--- src/common/ssrg_pkg.sv ---
// Shared constants and types of the supply supervisor with RAM guard.
// Assumes a single 100 MHz clock and a synchronous, active-high reset.
package ssrg_pkg;

  // Clock rate and the 1 ms time unit of the internal oscillator
  localparam int unsigned CLK_HZ = 100_000_000;
  localparam int unsigned UNIT_MS = 1;
  localparam int unsigned UNIT_CYC = CLK_HZ / 1000 * UNIT_MS;

  // Internal oscillator timing, in 1 ms units
  localparam int unsigned INT_RESET_MS = 200;
  localparam int unsigned INT_SHORT_MS = 100;
  localparam int unsigned INT_LONG_MS = 1600;

  // External clock timing, in timebase clocks
  localparam int unsigned EXT_NORM_CLKS = 1024;
  localparam int unsigned EXT_FIRST_CLKS = 4096;
  localparam int unsigned EXT_RESET_CLKS = 2048;

  // Last counter value of each interval (counter starts at zero)
  localparam logic [12:0] INT_RESET_LAST = 13'(INT_RESET_MS - 1);
  localparam logic [12:0] INT_SHORT_LAST = 13'(INT_SHORT_MS - 1);
  localparam logic [12:0] INT_LONG_LAST = 13'(INT_LONG_MS - 1);
  localparam logic [12:0] EXT_NORM_LAST = 13'(EXT_NORM_CLKS - 1);
  localparam logic [12:0] EXT_FIRST_LAST = 13'(EXT_FIRST_CLKS - 1);
  localparam logic [12:0] EXT_RESET_LAST = 13'(EXT_RESET_CLKS - 1);

  // Register port map
  localparam logic [1:0] ADDR_STATUS = 2'h0;
  localparam logic [1:0] ADDR_MASK = 2'h1;
  localparam logic [1:0] ADDR_STATE = 2'h2;

  // Status and mask bit positions
  localparam int unsigned EV_TIMEOUT = 0;
  localparam int unsigned EV_SUPPLY_LOW = 1;
  localparam int unsigned EV_EARLY_FAIL = 2;
  localparam logic [7:0] STATUS_RST = 8'h00;
  localparam logic [7:0] MASK_RST = 8'h00;

  // Supervisor states
  typedef enum logic [1:0] {
    ST_LOW   = 2'b00,
    ST_HOLD  = 2'b01,
    ST_RUN   = 2'b10,
    ST_PULSE = 2'b11
  } ssrg_state_t;

  // Pin inputs travelling together through the synchroniser
  typedef struct packed {
    logic supply_ok;
    logic above_backup;
    logic backup_margin_ok;
    logic early_fail_above;
    logic ram_strobe_n;
    logic kick_input;
    logic kick_float;
    logic timebase_choose;
    logic timebase_pin;
  } ssrg_pins_t;

  localparam int unsigned PIN_W = $bits(ssrg_pins_t);
  localparam ssrg_pins_t PIN_RST = '{supply_ok: 1'b0, above_backup: 1'b0, backup_margin_ok: 1'b0,
                                     early_fail_above: 1'b0, ram_strobe_n: 1'b1, kick_input: 1'b0,
                                     kick_float: 1'b1, timebase_choose: 1'b1, timebase_pin: 1'b1};

endpackage : ssrg_pkg

--- src/ssrg_top.sv ---
// Supply supervisor: reset stretch, watchdog, RAM strobe guard, early fail flag.
// Assumes comparator results arrive as asynchronous logic levels on pins.
// Behaviour
// (RULE1) RAM strobe passes when valid, else high
// (RULE2) Early fail flag follows the sense comparator
// (RULE3) Deep backup forces early fail flag low
// (RULE4) Backup mode fixes outputs, ignores timebase, kick
// (RULE5) Backup output follows supply against both levels
// (RULE6) Reset held while low, then stretched
// (RULE7) Supply-low flag low while supply low
// (RULE8) Processor toggles kick within long period
// (RULE9) Missed kick gives repeated reset pulses
// (RULE10) Constant kick level past timeout resets
// (RULE11) Miss flag low until next kick edge
// (RULE12) Floating kick input disables watchdog
// (RULE13) Timeouts selected by timebase pins
// (RULE14) First period after reset is long
// (RULE15) Count restarts after reset and kick edges
// (RULE16) Supply low sets miss flag, stops watchdog
// (RULE17) Active-high reset complements active-low reset
`timescale 1ns/10ps
`default_nettype none
module ssrg_top
  import ssrg_pkg::*;
#(
  parameter int unsigned P_UNIT_CYC = UNIT_CYC
) (
  input wire logic i_clk,
  input wire logic i_srst,
  input wire logic i_supply_ok,
  input wire logic i_above_backup,
  input wire logic i_backup_margin_ok,
  input wire logic i_early_fail_sense,
  input wire logic i_ram_strobe_n,
  input wire logic i_kick_input,
  input wire logic i_kick_float,
  input wire logic i_timebase_choose,
  input wire logic i_timebase_pin,
  input wire logic [1:0] i_addr,
  input wire logic [7:0] i_wdata,
  input wire logic i_wr,
  input wire logic i_rd,
  output logic [7:0] o_rdata,
  output logic o_reset_n,
  output logic o_reset,
  output logic o_ram_strobe_n,
  output logic o_early_fail_flag_n,
  output logic o_kick_miss_flag_n,
  output logic o_backup_active,
  output logic o_supply_low_n,
  output logic o_irq
);

  ssrg_pins_t raw; // Raw pin bundle
  ssrg_pins_t s; // Synchronised pin bundle
  logic ms_tick; // 1 ms enable
  logic kick_prev_q; // Kick level one cycle ago
  logic tbp_prev_q; // Timebase pin level one cycle ago
  logic ok_prev_q; // Supply valid one cycle ago
  ssrg_state_t state_q; // Supervisor state
  ssrg_state_t state_d;
  logic [12:0] cnt_q; // Interval counter
  logic [12:0] cnt_d;
  logic first_q; // Long first period pending
  logic ext_mode; // External clock timebase
  logic unit_en; // One timebase unit elapsed
  logic kick_live; // Watchdog enabled by a driven kick input
  logic kick_edge; // Kick transition of either polarity
  logic [12:0] reset_last; // Last count of reset width
  logic [12:0] wd_last; // Last count of watchdog period
  logic timeout; // Watchdog expired this cycle
  logic backup_mode; // Supply below both levels
  logic ef_d; // Next early fail flag
  logic [7:0] status_q; // Sticky event bits
  logic [7:0] status_d;
  logic [7:0] mask_q; // Interrupt mask
  logic [7:0] events; // Event pulses this cycle
  logic [7:0] rdata_q; // Read data
  logic reset_n_q;
  logic reset_q;
  logic strobe_q;
  logic ef_q;
  logic miss_q;
  logic batt_q;
  logic low_q;
  logic irq_q;

  // Gather pins into one bundle
  always_comb
  begin
    raw.supply_ok = i_supply_ok;
    raw.above_backup = i_above_backup;
    raw.backup_margin_ok = i_backup_margin_ok;
    raw.early_fail_above = i_early_fail_sense;
    raw.ram_strobe_n = i_ram_strobe_n;
    raw.kick_input = i_kick_input;
    raw.kick_float = i_kick_float;
    raw.timebase_choose = i_timebase_choose;
    raw.timebase_pin = i_timebase_pin;
  end

  // Pin synchroniser
  ssrg_sync #(
    .W(PIN_W),
    .RST(PIN_RST)
  ) u_sync (
    .i_clk(i_clk),
    .i_srst(i_srst),
    .i_d(raw),
    .o_q(s)
  );

  // Internal oscillator unit
  ssrg_tick #(
    .P_DIV(P_UNIT_CYC)
  ) u_tick (
    .i_clk(i_clk),
    .i_srst(i_srst),
    .o_tick(ms_tick)
  );

  // Previous levels for edge detection
  always_ff @(posedge i_clk)
  begin
    if (i_srst)
    begin
      kick_prev_q <= PIN_RST.kick_input;
      tbp_prev_q <= PIN_RST.timebase_pin;
      ok_prev_q <= 1'b0;
    end
    else
    begin
      kick_prev_q <= s.kick_input;
      tbp_prev_q <= s.timebase_pin;
      ok_prev_q <= s.supply_ok;
    end
  end

  // Timebase selection
  always_comb
  begin
    ext_mode = ~s.timebase_choose; // see (RULE13)
    unit_en = ext_mode ? (s.timebase_pin & ~tbp_prev_q) : ms_tick;
    kick_live = ~s.kick_float; // see (RULE12)
    kick_edge = s.kick_input ^ kick_prev_q;
    reset_last = ext_mode ? EXT_RESET_LAST : INT_RESET_LAST; // see (RULE13)
    // First period long; in internal mode pin high (floating) keeps long period
    if (ext_mode)
      wd_last = first_q ? EXT_FIRST_LAST : EXT_NORM_LAST; // see (RULE13) see (RULE14)
    else
      wd_last = (first_q | s.timebase_pin) ? INT_LONG_LAST : INT_SHORT_LAST; // see (RULE14)
    backup_mode = ~s.supply_ok & ~s.above_backup;
  end

  // Watchdog expiry: constant kick level for a full period
  // A period shortened by a pin change mid-count expires at the next timebase unit instead of wrapping
  assign timeout = (state_q == ST_RUN) && kick_live && !kick_edge && unit_en
                   && (cnt_q >= wd_last); // see (RULE10)

  // Next state and interval count
  always_comb
  begin
    state_d = state_q;
    cnt_d = cnt_q;
    case (state_q)
      ST_LOW:
      begin
        cnt_d = 13'h0;
        if (s.supply_ok)
          state_d = ST_HOLD; // see (RULE6)
      end
      ST_HOLD, ST_PULSE:
      begin
        // Reset width, then restart the watchdog
        if (unit_en)
        begin
          // Reaching or passing the end counts, so a mode change mid-count cannot wrap
          if (cnt_q >= reset_last)
          begin
            state_d = ST_RUN;
            cnt_d = 13'h0; // see (RULE15)
          end
          else
            cnt_d = cnt_q + 13'h1;
        end
      end
      ST_RUN:
      begin
        if (!kick_live)
          cnt_d = 13'h0; // see (RULE12)
        else if (kick_edge)
          cnt_d = 13'h0; // see (RULE15)
        else if (timeout)
        begin
          state_d = ST_PULSE; // see (RULE9)
          cnt_d = 13'h0;
        end
        else if (unit_en)
          cnt_d = cnt_q + 13'h1;
      end
      default:
      begin
        state_d = ST_LOW;
        cnt_d = 13'h0;
      end
    endcase
    // Supply loss overrides all; timebase and kick then ignored
    if (!s.supply_ok)
    begin
      state_d = ST_LOW; // see (RULE4) see (RULE16)
      cnt_d = 13'h0;
    end
  end

  // State and counter registers
  always_ff @(posedge i_clk)
  begin
    if (i_srst)
    begin
      state_q <= ST_LOW;
      cnt_q <= 13'h0;
    end
    else
    begin
      state_q <= state_d;
      cnt_q <= cnt_d;
    end
  end

  // Long first period after each reset, short after first kick edge
  always_ff @(posedge i_clk)
  begin
    if (i_srst)
      first_q <= 1'b1;
    else if (state_q != ST_RUN)
      first_q <= 1'b1; // see (RULE14)
    else if (kick_live && kick_edge)
      first_q <= 1'b0; // see (RULE14)
  end

  // Reset outputs follow the next state
  always_ff @(posedge i_clk)
  begin
    if (i_srst)
    begin
      reset_n_q <= 1'b0;
      reset_q <= 1'b1;
    end
    else
    begin
      reset_n_q <= (state_d == ST_RUN); // see (RULE6) see (RULE9)
      reset_q <= (state_d != ST_RUN); // see (RULE17)
    end
  end

  // Kick miss flag
  always_ff @(posedge i_clk)
  begin
    if (i_srst)
      miss_q <= 1'b1;
    else if (!s.supply_ok)
      miss_q <= 1'b1; // see (RULE16) see (RULE4)
    else if (timeout)
      miss_q <= 1'b0; // see (RULE11)
    else if (kick_live && kick_edge)
      miss_q <= 1'b1; // see (RULE11)
  end

  // Early fail flag, forced low in deep backup
  assign ef_d = (backup_mode && !s.backup_margin_ok) ? 1'b0 : s.early_fail_above; // see (RULE2) see (RULE3)

  // Supply-dependent outputs
  always_ff @(posedge i_clk)
  begin
    if (i_srst)
    begin
      strobe_q <= 1'b1;
      ef_q <= 1'b0;
      batt_q <= 1'b0;
      low_q <= 1'b0;
    end
    else
    begin
      strobe_q <= s.supply_ok ? s.ram_strobe_n : 1'b1; // see (RULE1)
      ef_q <= ef_d;
      low_q <= s.supply_ok; // see (RULE7)
      // Between the two levels the output keeps its value
      if (s.supply_ok && s.above_backup)
        batt_q <= 1'b0; // see (RULE5)
      else if (backup_mode)
        batt_q <= 1'b1; // see (RULE5) see (RULE4)
    end
  end

  // Event pulses for the sticky status
  always_comb
  begin
    events = 8'h00;
    events[EV_TIMEOUT] = timeout;
    events[EV_SUPPLY_LOW] = ok_prev_q & ~s.supply_ok;
    events[EV_EARLY_FAIL] = ef_q & ~ef_d;
  end

  // Write one clears; a new event wins over the clear
  always_comb
  begin
    status_d = status_q;
    if (i_wr && (i_addr == ADDR_STATUS))
      status_d = status_q & ~i_wdata;
    status_d = status_d | events;
  end

  // Status, mask and interrupt
  always_ff @(posedge i_clk)
  begin
    if (i_srst)
    begin
      status_q <= STATUS_RST;
      mask_q <= MASK_RST;
      irq_q <= 1'b0;
    end
    else
    begin
      status_q <= status_d;
      if (i_wr && (i_addr == ADDR_MASK))
        mask_q <= i_wdata;
      irq_q <= |(status_d & mask_q);
    end
  end

  // Read data, one cycle after the strobe; unmapped reads zero
  always_ff @(posedge i_clk)
  begin
    if (i_srst)
      rdata_q <= 8'h00;
    else if (i_rd)
    begin
      case (i_addr)
        ADDR_STATUS: rdata_q <= status_q;
        ADDR_MASK: rdata_q <= mask_q;
        ADDR_STATE: rdata_q <= {2'h0, state_q, first_q, miss_q, ext_mode, kick_live};
        default: rdata_q <= 8'h00;
      endcase
    end
    else
      rdata_q <= 8'h00;
  end

  assign o_rdata = rdata_q;
  assign o_reset_n = reset_n_q;
  assign o_reset = reset_q;
  assign o_ram_strobe_n = strobe_q;
  assign o_early_fail_flag_n = ef_q;
  assign o_kick_miss_flag_n = miss_q;
  assign o_backup_active = batt_q;
  assign o_supply_low_n = low_q;
  assign o_irq = irq_q;
endmodule : ssrg_top
`default_nettype wire

--- src/ssrg_sync.sv ---
// Three-stage input synchroniser with agreement filter.
// Assumes inputs are asynchronous pins; reset value is a parameter.
`timescale 1ns/10ps
`default_nettype none
module ssrg_sync #(
  parameter int unsigned W = 1,
  parameter logic [W-1:0] RST = '0
) (
  input wire logic i_clk,
  input wire logic i_srst,
  input wire logic [W-1:0] i_d,
  output logic [W-1:0] o_q
);

  logic [W-1:0] s1_q; // First stage, read only by the second
  logic [W-1:0] s2_q; // Second stage
  logic [W-1:0] s3_q; // Third stage
  logic [W-1:0] q_q; // Filtered level

  // Shift chain
  always_ff @(posedge i_clk)
  begin
    if (i_srst)
    begin
      s1_q <= RST;
      s2_q <= RST;
      s3_q <= RST;
    end
    else
    begin
      s1_q <= i_d;
      s2_q <= s1_q;
      s3_q <= s2_q;
    end
  end

  // Accept a bit once second and third stage agree
  always_ff @(posedge i_clk)
  begin
    if (i_srst)
      q_q <= RST;
    else
      q_q <= (s2_q & s3_q) | (q_q & (s2_q ^ s3_q));
  end

  assign o_q = q_q;

endmodule : ssrg_sync
`default_nettype wire

--- src/ssrg_tick.sv ---
// Divider giving a one-cycle enable every P_DIV clocks.
// Assumes one clock domain; restarts from zero at reset.
`timescale 1ns/10ps
`default_nettype none
module ssrg_tick #(
  parameter int unsigned P_DIV = 100000
) (
  input wire logic i_clk,
  input wire logic i_srst,
  output logic o_tick
);

  logic [31:0] cnt_q; // Cycle counter
  logic tick_q; // Enable pulse

  // Count cycles and pulse on wrap
  always_ff @(posedge i_clk)
  begin
    if (i_srst)
    begin
      cnt_q <= 32'h0;
      tick_q <= 1'b0;
    end
    else if (cnt_q == 32'(P_DIV - 1))
    begin
      cnt_q <= 32'h0;
      tick_q <= 1'b1;
    end
    else
    begin
      cnt_q <= cnt_q + 32'h1;
      tick_q <= 1'b0;
    end
  end

  assign o_tick = tick_q;

endmodule : ssrg_tick

--- config.mk ---
export PLATFORM = sky130hd
export DESIGN_NAME = ssrg_top
export DESIGN_NICKNAME = d
export VERILOG_FILES = /design/src/common/ssrg_pkg.sv /design/src/ssrg_top.sv /design/src/ssrg_sync.sv /design/src/ssrg_tick.sv
export SDC_FILE = /design/constraint.sdc
export NUM_CORES = 1
export LEC_CHECK = 0
export BUFFER_PORTS_ARGS = -buffer_cell sky130_fd_sc_hd__buf_2
export CAP_MARGIN = 20
export CELL_PAD_IN_SITES_DETAIL_PLACEMENT = 1
export CELL_PAD_IN_SITES_GLOBAL_PLACEMENT = 1
export CORE_ASPECT_RATIO = 1.1
export CORE_MARGIN = 2
export CORE_UTILIZATION = 25
export CTS_CLUSTER_DIAMETER = 80
export DETAILED_ROUTE_END_ITERATION = 7
export HOLD_SLACK_MARGIN = 0.1
export MAX_ROUTING_LAYER = met4
export PLACE_DENSITY_LB_ADDON = 0.25
export SLEW_MARGIN = 20
export SYNTH_ARGS = -nofsm -noshare
export SYNTH_HDL_FRONTEND = slang
export SYNTH_SLANG_ARGS = --single-unit
--- constraint.sdc ---
create_clock -name i_clk -period 3.4 [get_ports i_clk]
set_clock_uncertainty 0.1 [all_clocks]
set_input_delay 0 -clock i_clk [delete_from_list [all_inputs] [get_ports i_clk]]
set_output_delay 0 -clock i_clk [all_outputs]
set_load 0.02 [all_outputs]
# --- Word level (Yosys, flattened, before mapping) ---
# Cells that the tools add are included.
totals:
  register_bits: 119
  input_bits: 23
  out_inout_bits: 16
  word_cells: 105
classes:
  n_addsub: 2
  order_cmp: 2
  n_eq_ne: 11
  muxes: 25
  bitwise: 21
  n_reduce_logical: 22
ops:
  columns: ["operator", "count"]
  rows:
  - ["two-way mux 13 bit", 6]
  - ["one-hot mux 13 bit (3 select lines)", 1]
  - ["adder 32 x 1 -> 32 bit (second input constant)", 1]
  - ["== test 32 x 17 -> 1 bit (second input constant)", 1]
  - ["two-way mux 12 bit", 2]
  - ["one-hot mux 8 bit (3 select lines)", 1]
  - ["two-way mux 11 bit", 2]
  - ["bitwise AND 9 bit", 2]
  - ["bitwise AND 8 bit", 2]
  - ["adder 13 x 1 -> 13 bit (second input constant)", 1]
  - ["greater-or-equal comparator 13 x 11 -> 1 bit", 1]
  - ["greater-or-equal comparator 13 bit", 1]
  - ["two-way mux 2 bit", 6]
  - ["OR reduction 2 bit", 6]
  - ["logical AND 1 bit", 9]
  - ["OR 9 bit", 1]
  - ["XOR 9 bit", 1]
  - ["== test 2 bit (second input constant)", 4]
  - ["two-way mux 8 bit", 1]
  - ["NOT 8 bit", 1]
  - ["OR 8 x 3 -> 8 bit", 1]
  - ["OR reduction 8 bit", 1]
  - ["NOT 1 bit", 7]
  - ["inequality test 2 bit (second input constant)", 3]
  - ["other kinds (11)", 21]

# --- Depth between registers and ports, before layout ---
# Gate-level depths: netlist of run 1.
logic_depth:
  word_depth: 11
  ltp_mapped: 8
  mapped_depth_nobuf: 8

# --- By module ---
# A second synthesis of run 1 with hierarchy kept.
hier_totals:
  cells_unflattened: 567
  area_unflattened_um2: 5116.2
by_module_without_submodules:
  columns: ["module", "instances", "cells_each", "area_each_um2", "seq_area_each_um2"]
  rows:
  - ["ssrg_top", 1, 297, 2456.1, 1001.0]
  - ["ssrg_tick", 1, 181, 1544.0, 660.6]
  - ["ssrg_sync", 1, 89, 1116.1, 720.7]

# --- Least setup slack after synthesis of run 1 ---
# No wires, ideal clock.
synth_timing:
  path_type: "flip-flop to flip-flop"
  from: "reg u_sync.q_q[1], in the netlist u_sync.o_q[1]"
  to: "reg cnt_q[2]"
  setup_ns: 0.092
  arrival_ns: 2.168
  t_required_ns: 3.208
  slack_ns: 1.040
  stages_incl_launch_ff: 9
  path_buffers: 0
  synth_period_minus_slack_ns: 2.360
  path_cell_list: "dfxtp_1 nand2b_1 ha_1 a211o_1 a211oi_2 a211oi_2 nor3b_4 nor3_1 nor4_1"
synth_via:
  elab_chain_len: 7
  word_cells_on_any_way: 16
  cone_classes: "2 x order compare; 2 x eq/ne; 9 x mux; 3 x reduce/logical"
synth_rtl:
  columns: ["element", "line_no", "source"]
  rows:
  - ["from (decl)", "ssrg_sync.sv:18", "logic [W-1:0] q_q;"]
  - ["from (signal assigned)", "ssrg_sync.sv:43", "q_q <= (s2_q & s3_q) | (q_q & (s2_q ^ s3_q));"]
  - ["two-way mux 12 bit / two-way mux 1 bit (equally long branches)", "ssrg_top.sv:148, ssrg_top.sv:143", null]
  - ["greater-or-equal comparator 13 bit / logical AND 1 bit (equally long branches)", "ssrg_top.sv:158, ssrg_top.sv:157", null]
  - ["logical AND 1 bit", "ssrg_top.sv:158", "&& (cnt_q >= wd_last);"]
  - ["two-way mux 13 bit", "ssrg_top.sv:193", "else if (timeout)"]
  - ["two-way mux 13 bit", "ssrg_top.sv:191", "else if (kick_edge)"]
  - ["two-way mux 13 bit", "ssrg_top.sv:189", "if (!kick_live)"]
  - ["one-hot mux 13 bit (3 select lines)", "ssrg_top.sv:165", "case (state_q)"]
  - ["to (signal assigned)", "ssrg_top.sv:226", "cnt_q <= cnt_d;"]
  - ["to (decl)", "ssrg_top.sv:62", "logic [12:0] cnt_q;"]
# Parallel ways exist; a longest one is shown, timed or not. The select of a mux whose other input is x is not followed.
# A chain may end at the register's enable or synchronous reset.

# --- Worst setup path in the final report of run 1 ---
# Same ends and word-level chain as after synthesis.

==> results.toml, run 1 <==
[status]
outcome = "finished clean"

[sta]
hold_violations = 0
slew_viol_final = 0
period_share_pct = 81.0
rsz0062_at_grt = "no"
tightest_slew_ns = 0.672
slew_headroom_pct = 55.0
finalSetupViolations = 0
fmax_mhz = 363
timing.final.crit_period_ns = 2.75
fin_tns_setup_ns = 0
worst_slack_ns = 0.648

[placement]
post-place-ws_ns = 0.660
dp_hpwl_um = 8100
place_congestion = 0.762
port_buffers = 38
placed_cell_area_mm2 = 0.00539
dp.cells = 793

[clocking]
cts_tree = "built"
post_cts_buffers = 0
clock_sinks = 119
htreeDepth = 4
clkTransAtPathRegs_ns = 0.06
cts_made_buffers = 17
clock_path_buffers = 2
cts-root-buf = "clkbuf_16"
insertion_delay_ns = 0.42

[yosys]
synth_edf_count = 0
ys.flop_type = "dfxtp_1"
syn_avg_cell_area_um2 = 9.52
synth_area_leaders = "dfxtp_1, nor2_1, ha_1, xor2_1, mux2i_1"
synth-async-reset-ratio_pct = 0
ys_ff_latch = 119
ys_types = 55
syn_nets = 566
syn_area_mm2 = 0.00497
syn_inst = 522
yosysTopAreaCell = "dfxtp_1"
synth_top_area_share_pct = 48.0
synth_warnings = 0
ys_seq_area_share_pct = 48.0

[detailed_routing]
drt_pass1_iterations = 4
wirelength_um = 11600
viasPerCell = 4.52
drcViolationCount = 0
ant_nets = 0
via_count = 3859
dr.first_iter.drc_count = 79
wl_per_cell_um = 13.6

[pwr]
p_int_w = 0.00269
vdd_drop_max_uv = 377
pwr-share-clk_pct = 54.4
switching_share_pct = 21.0
total_leakage_power_nw = 2.55
p_switching_w = 0.000716
p_per_area_mw_per_mm2 = 541
pwr-share-seq_pct = 42.1
pwr-share-comb_pct = 3.5

[setup_path]
critPathMaxFanout = 15
required_ns = 3.62
cpPeakStageDelay_ns = 0.65
worstSetupStartpointType = "register"
cpMaxStageDelayCell = "dfxtp_1"
crit_type = "register to register"
crit_chain = "nand2b_1, ha_1, a211o_1, a211oi_2, a211oi_2, nor3b_4, nor3_1, nor4_1"
arrival_ns = 2.97
cpMostUsedCell = "a211oi_2"
endpoint_kind = "register"

[floorplan]
ios = 39
core_area_mm2 = 0.0197
die_height_um = 152
dieWidth_um = 138
die_area_mm2 = 0.0210
initial_core_util_pct = 25.3
rows = 54

[layout]
area_growth_pct = 26.7
fin_cells = 854
final_common_cell = "dfxtp_1"
nets = 633
final_cell_mix = "dfxtp_1, nor2_1, buf_2"
drive_gt1_share_pct = 17.1
fillers = 2261
diodes = 0
fin_area_mm2 = 0.00629

[grt]
grt_pass1_wl_um = 19600
grt_start_max_net_pins = 42
antenna_found_initial = 0
gr-usage-all-layers_pct = 12.0
grt_overflow = 0
first_global_vias = 3944

[flow_run]
drv_cap = 0

[min_path]
hold_path_class = "primary input to register"
-- critical path: cells and delay by family, from the launching register on --
family,cells,cell delay (ns)
fa+ha+maj,1,0.24
flops,1,0.65
simple gates,4,0.94
compound gates,3,0.71
-- state kept, by name, indices dropped and copies added (netlist names) --
name                 flops
u_sync.o_q               9
status_q                 8
o_kick_miss_flag_n       1
o_rdata                  8
state_q                  2
o_irq                    1
u_sync.s2_q              9
o_ram_strobe_n           1
o_early_fail_flag_n      1
first_q                  1
u_sync.s3_q              9
u_tick.cnt_q            32
mask_q                   8
o_reset_n                1
u_tick.o_tick            1
o_reset                  1
u_sync.s1_q              9
o_backup_active          1
kick_prev_q              1
cnt_q                   13
tbp_prev_q               1
o_supply_low_n           1
-- Yosys cell counts, drive strengths merged, types with 10 or more instances --
| library cell | number |
|---|---|
| nand3 | 18 |
| nor2 | 87 |
| a21oi | 20 |
| nand4 | 14 |
| nand2 | 30 |
| ha | 21 |
| dfxtp | 119 |
| or2 | 15 |
| xor2 | 29 |
| nor2b | 23 |
| mux2i | 16 |
| clkbuf | 11 |
| xnor2 | 10 |
-- power by group through the flow --
stage          registers (W)  logic [W]  clock network [W]
2_1_floorplan        0.00146  0.0000630                  0
3_3_place_gp         0.00146  0.0000927                  0
3_5_place_dp         0.00146  0.0000963                  0
4_1_cts              0.00143   0.000122            0.00191
5_1_grt              0.00143   0.000135            0.00197
6_report             0.00143   0.000120            0.00185
-- cells by family (layout without fill, tap and decap cells) --
kind of cell,Yosys count,in the layout,synth area share [%]
xor+xnor,39,39,6.88
buf+inv,27,107,2.37
flops,119,119,48.0
simple gates,238,238,25.3
fa+ha+maj,21,21,5.29
compound gates,62,62,8.97
mux,16,16,3.22
-- metal layers --
| layer | vias to the layer above | share of wire [%] | global-route usage (%) |
|---|---|---|---|
| li1 | 1933 | - | - |
| met4 | 0 | 1.9 | 5.30 |
| met2 | 42 | 48 | 19.2 |
| met5 | - | 0 | - |
| met1 | 1865 | 47 | 13.9 |
| met3 | 19 | 3.2 | 3.59 |
-- final timing paths --
path	start	end	slack [ns]	depth (start not counted)
worst max register to register	u_sync.o_q[1]	cnt_q[2]	0.65	8
worst min-delay path	i_ram_strobe_n	u_sync.s1_q[4]	0.21	3
worst min register to register	u_sync.s1_q[4]	u_sync.s2_q[4]	0.31	1
worst max-delay path	u_sync.o_q[1]	cnt_q[2]	0.65	8
-- timing repair --
action / CTS / global route
endpoints found under the hold margin: 47 / 0
hold buffers: 29 / 0
gates resized for setup: 0 / 0
-- metrics by stage --
stage	hold slack (ns)	utilization (%)	total power (W)
2_1_floorplan	0.00381	-	0.00152
3_3_place_gp	0.0877	27.4	0.00155
3_5_place_dp	0.0894	27.4	0.00156
4_1_cts	0.204	32.0	0.00346
5_1_grt	0.215	32.0	0.00354
6_report	0.211	32.0	0.00340
-- final cells by class --
class                           instances  area, µm²  share of cell area, %
Multi-Input combinational cell        376       2470                   39.2
Clock inverter                         12        149                   2.37
Tap cell                              252        315                   5.01
Inverter                                7       26.3                  0.417
Sequential cell                       119       2380                   37.8
Timing Repair Buffer                   68        488                   7.75
Clock buffer                           20        467                   7.41
Note: power is estimated with default switching activity, not from simulation.
==> run 2, diff against run 1 <==
ABC_AREA = 1   (was not set)
clock period = 2.7 ns   (was 3.4 ns; I/O delays follow)
==> run 2 against run 1 <==
  * Total power rose by 26%
  * Worst hold slack got worse by 0.020 ns
  * Global-route usage increased by 1.3 points
  * Flip-flop and latch count is the same
  * Non-clock buffer count up 13
  * Critical endpoint is now status_q[3]
  * Highest routed layer unchanged
==> results.toml, run 2 <==
[status]
outcome = "finished clean"

[pwr]
vdd_drop_max_uv = 390
total_leakage_power_nw = 2.88
p_per_area_mw_per_mm2 = 611

[clocking]
insertion_delay_ns = 0.42
clock_path_buffers = 2
cts-root-buf = "clkbuf_16"
post_cts_buffers = 0
clkTransAtPathRegs_ns = 0.06
cts_made_buffers = 17
htreeDepth = 4
cts_tree = "built"
clock_sinks = 119

[floorplan]
rows = 56
die_area_mm2 = 0.0232
dieWidth_um = 145
initial_core_util_pct = 25.7
ios = 39
core_area_mm2 = 0.0214
die_height_um = 160

[detailed_routing]
wl_per_cell_um = 12.5
dr.first_iter.drc_count = 173
ant_nets = 0
wirelength_um = 14200
drcViolationCount = 0
via_count = 4889
viasPerCell = 4.29
drt_pass1_iterations = 4

[yosys]
synth_warnings = 0
synth_edf_count = 0
ys_ff_latch = 119
synth_top_area_share_pct = 43.3
syn_inst = 751
syn_area_mm2 = 0.00550
synth_common_cells = "nand2_1, dfxtp_1, inv_1"
yosysTopAreaCell = "dfxtp_1"
syn_avg_cell_area_um2 = 7.33
syn_nets = 795
yosysMostFrequentCell = "nand2_1"
ys_seq_area_share_pct = 43.3
synth-async-reset-ratio_pct = 0
ys_types = 36
synth_area_leaders = "dfxtp_1, nand2_1, inv_1, nor2_1, a21oi_1"
ys.flop_type = "dfxtp_1"

[layout]
nets = 880
final_cell_mix = "nand2_1, dfxtp_1, inv_1"
area_growth_pct = 27.3
largest_register_ffs = 32
reg.largest.list = "u_tick.cnt_q (32), cnt_q (13)"
top_register = "u_tick.cnt_q"
diodes = 0
final_common_cell = "nand2_1"
drive_gt1_share_pct = 14.7

[min_path]
hold_end = "u_sync.s1_q[4]"
min_path_cells = 3
hold_path_class = "primary input to register"
holdCritStartpoint = "i_ram_strobe_n"

[sta]
worst_slack_ns = 0.227
hold_violations = 0
tightest_slew_ns = 0.478
timing.hold.ws_ns = 0.191
finalSetupViolations = 0
rsz0062_at_grt = "no"
period_share_pct = 91.6
fin_tns_setup_ns = 0
slew_headroom_pct = 68.1
timing.final.crit_period_ns = 2.47
slew_viol_final = 0
fmax_mhz = 404

[placement]
dp_hpwl_um = 10300
port_buffers = 38
post-place-ws_ns = 0.281
place_congestion = 0.780

[setup_path]
r2r-end = "cnt_q[8]"
critPathLaunch = "i_addr[1]"
endpoint_kind = "register"
r2r-start = "u_sync.o_q[1]"
critPathMaxFanout = 8
required_ns = 2.91
crit_type = "primary input to register"
rrSetupSlack_ns = 0.50
worstSetupStartpointType = "primary input"
arrival_ns = 2.68
worstRegToRegCells = 13

[grt]
grt_overflow = 0
antenna_found_initial = 0
gr-usage-all-layers_pct = 13.3
grt_pass1_wl_um = 24100
first_global_vias = 4837
grt_start_max_net_pins = 37

[flow_run]
drv_cap = 0
==> run 2: cell families after synthesis <==
group	share of synthesized area, %
buffers and inverters	9.09
adders and majority gates	4.77
DFF	43.3
xor gates and xnor gates	2.71
and+or+nand+nor	32.1
AOI/OAI and AO/OA	8.00
==> run 2: where the power goes <==
group / total (W) / internal [W] / leakage, nW / switching [W]
logic: 0.000160 / 0.0000725 / 1.61 / 0.0000879
clock network: 0.00232 / 0.00133 / 0.300 / 0.000988
registers: 0.00180 / 0.00179 / 0.966 / 0.0000165
==> run 2: what timing repair did <==
action,in CTS,in global routing
hold buffers,36,0
endpoints found under the hold margin,43,0
setup endpoints to repair,0,4
resized for setup,0,1
==> run 2: through the flow <==
step | util (%) | cell area (µm²) | total power (W) | instances
5_1_grt | 32.7 | 7010 | 0.00447 | 1139
3_3_place_gp | 28.2 | 6040 | 0.00197 | 1071
3_5_place_dp | 28.2 | 6040 | 0.00197 | 1071
4_1_cts | 32.7 | 7010 | 0.00437 | 1139
2_1_floorplan | - | 5500 | 0.00192 | 751
6_report | 32.7 | 7010 | 0.00428 | 1139
==> run 2: layout make-up <==
type | instances | area (µm²)
fill | 2678 | 14400
multi-input combinational | 503 | 2620
sequential | 119 | 2380
timing repair buffer | 81 | 603
inverter | 114 | 428
clock buffer | 17 | 425
tap | 290 | 363
clock inverter | 15 | 183
==> run 2: worst max path at each step <==
stage | depth (start not counted) | endpoint | slack [ns]
2_1_floorplan | 14 | cnt_q[8] | 0.67
3_3_place_gp | 14 | cnt_q[1] | 0.35
3_5_place_dp | 13 | cnt_q[8] | 0.28
4_1_cts | 13 | cnt_q[8] | 0.23
5_1_grt | 11 | status_q[3] | 0.12
6_report | 11 | status_q[3] | 0.23
==> run 2: routing by layer <==
layer | share of wire [%] | GRT usage, %
met2 | 46 | 21.0
met4 | 1.2 | 3.92
met1 | 50 | 16.6
met3 | 2.5 | 3.54
met5 | 0 | -
==> run 2: worst max-delay path, cell delays in order <==
cell and delay [ns]:
dlygate4sd3_1 0.53, buf_2 0.15, nor2_2 0.09, buf_4 0.15
inv_1 0.07, nor2_2 0.30, a21oi_1 0.12, dlygate4sd3_1 0.58
inv_1 0.09, nor2_1 0.04, dlygate4sd3_1 0.56
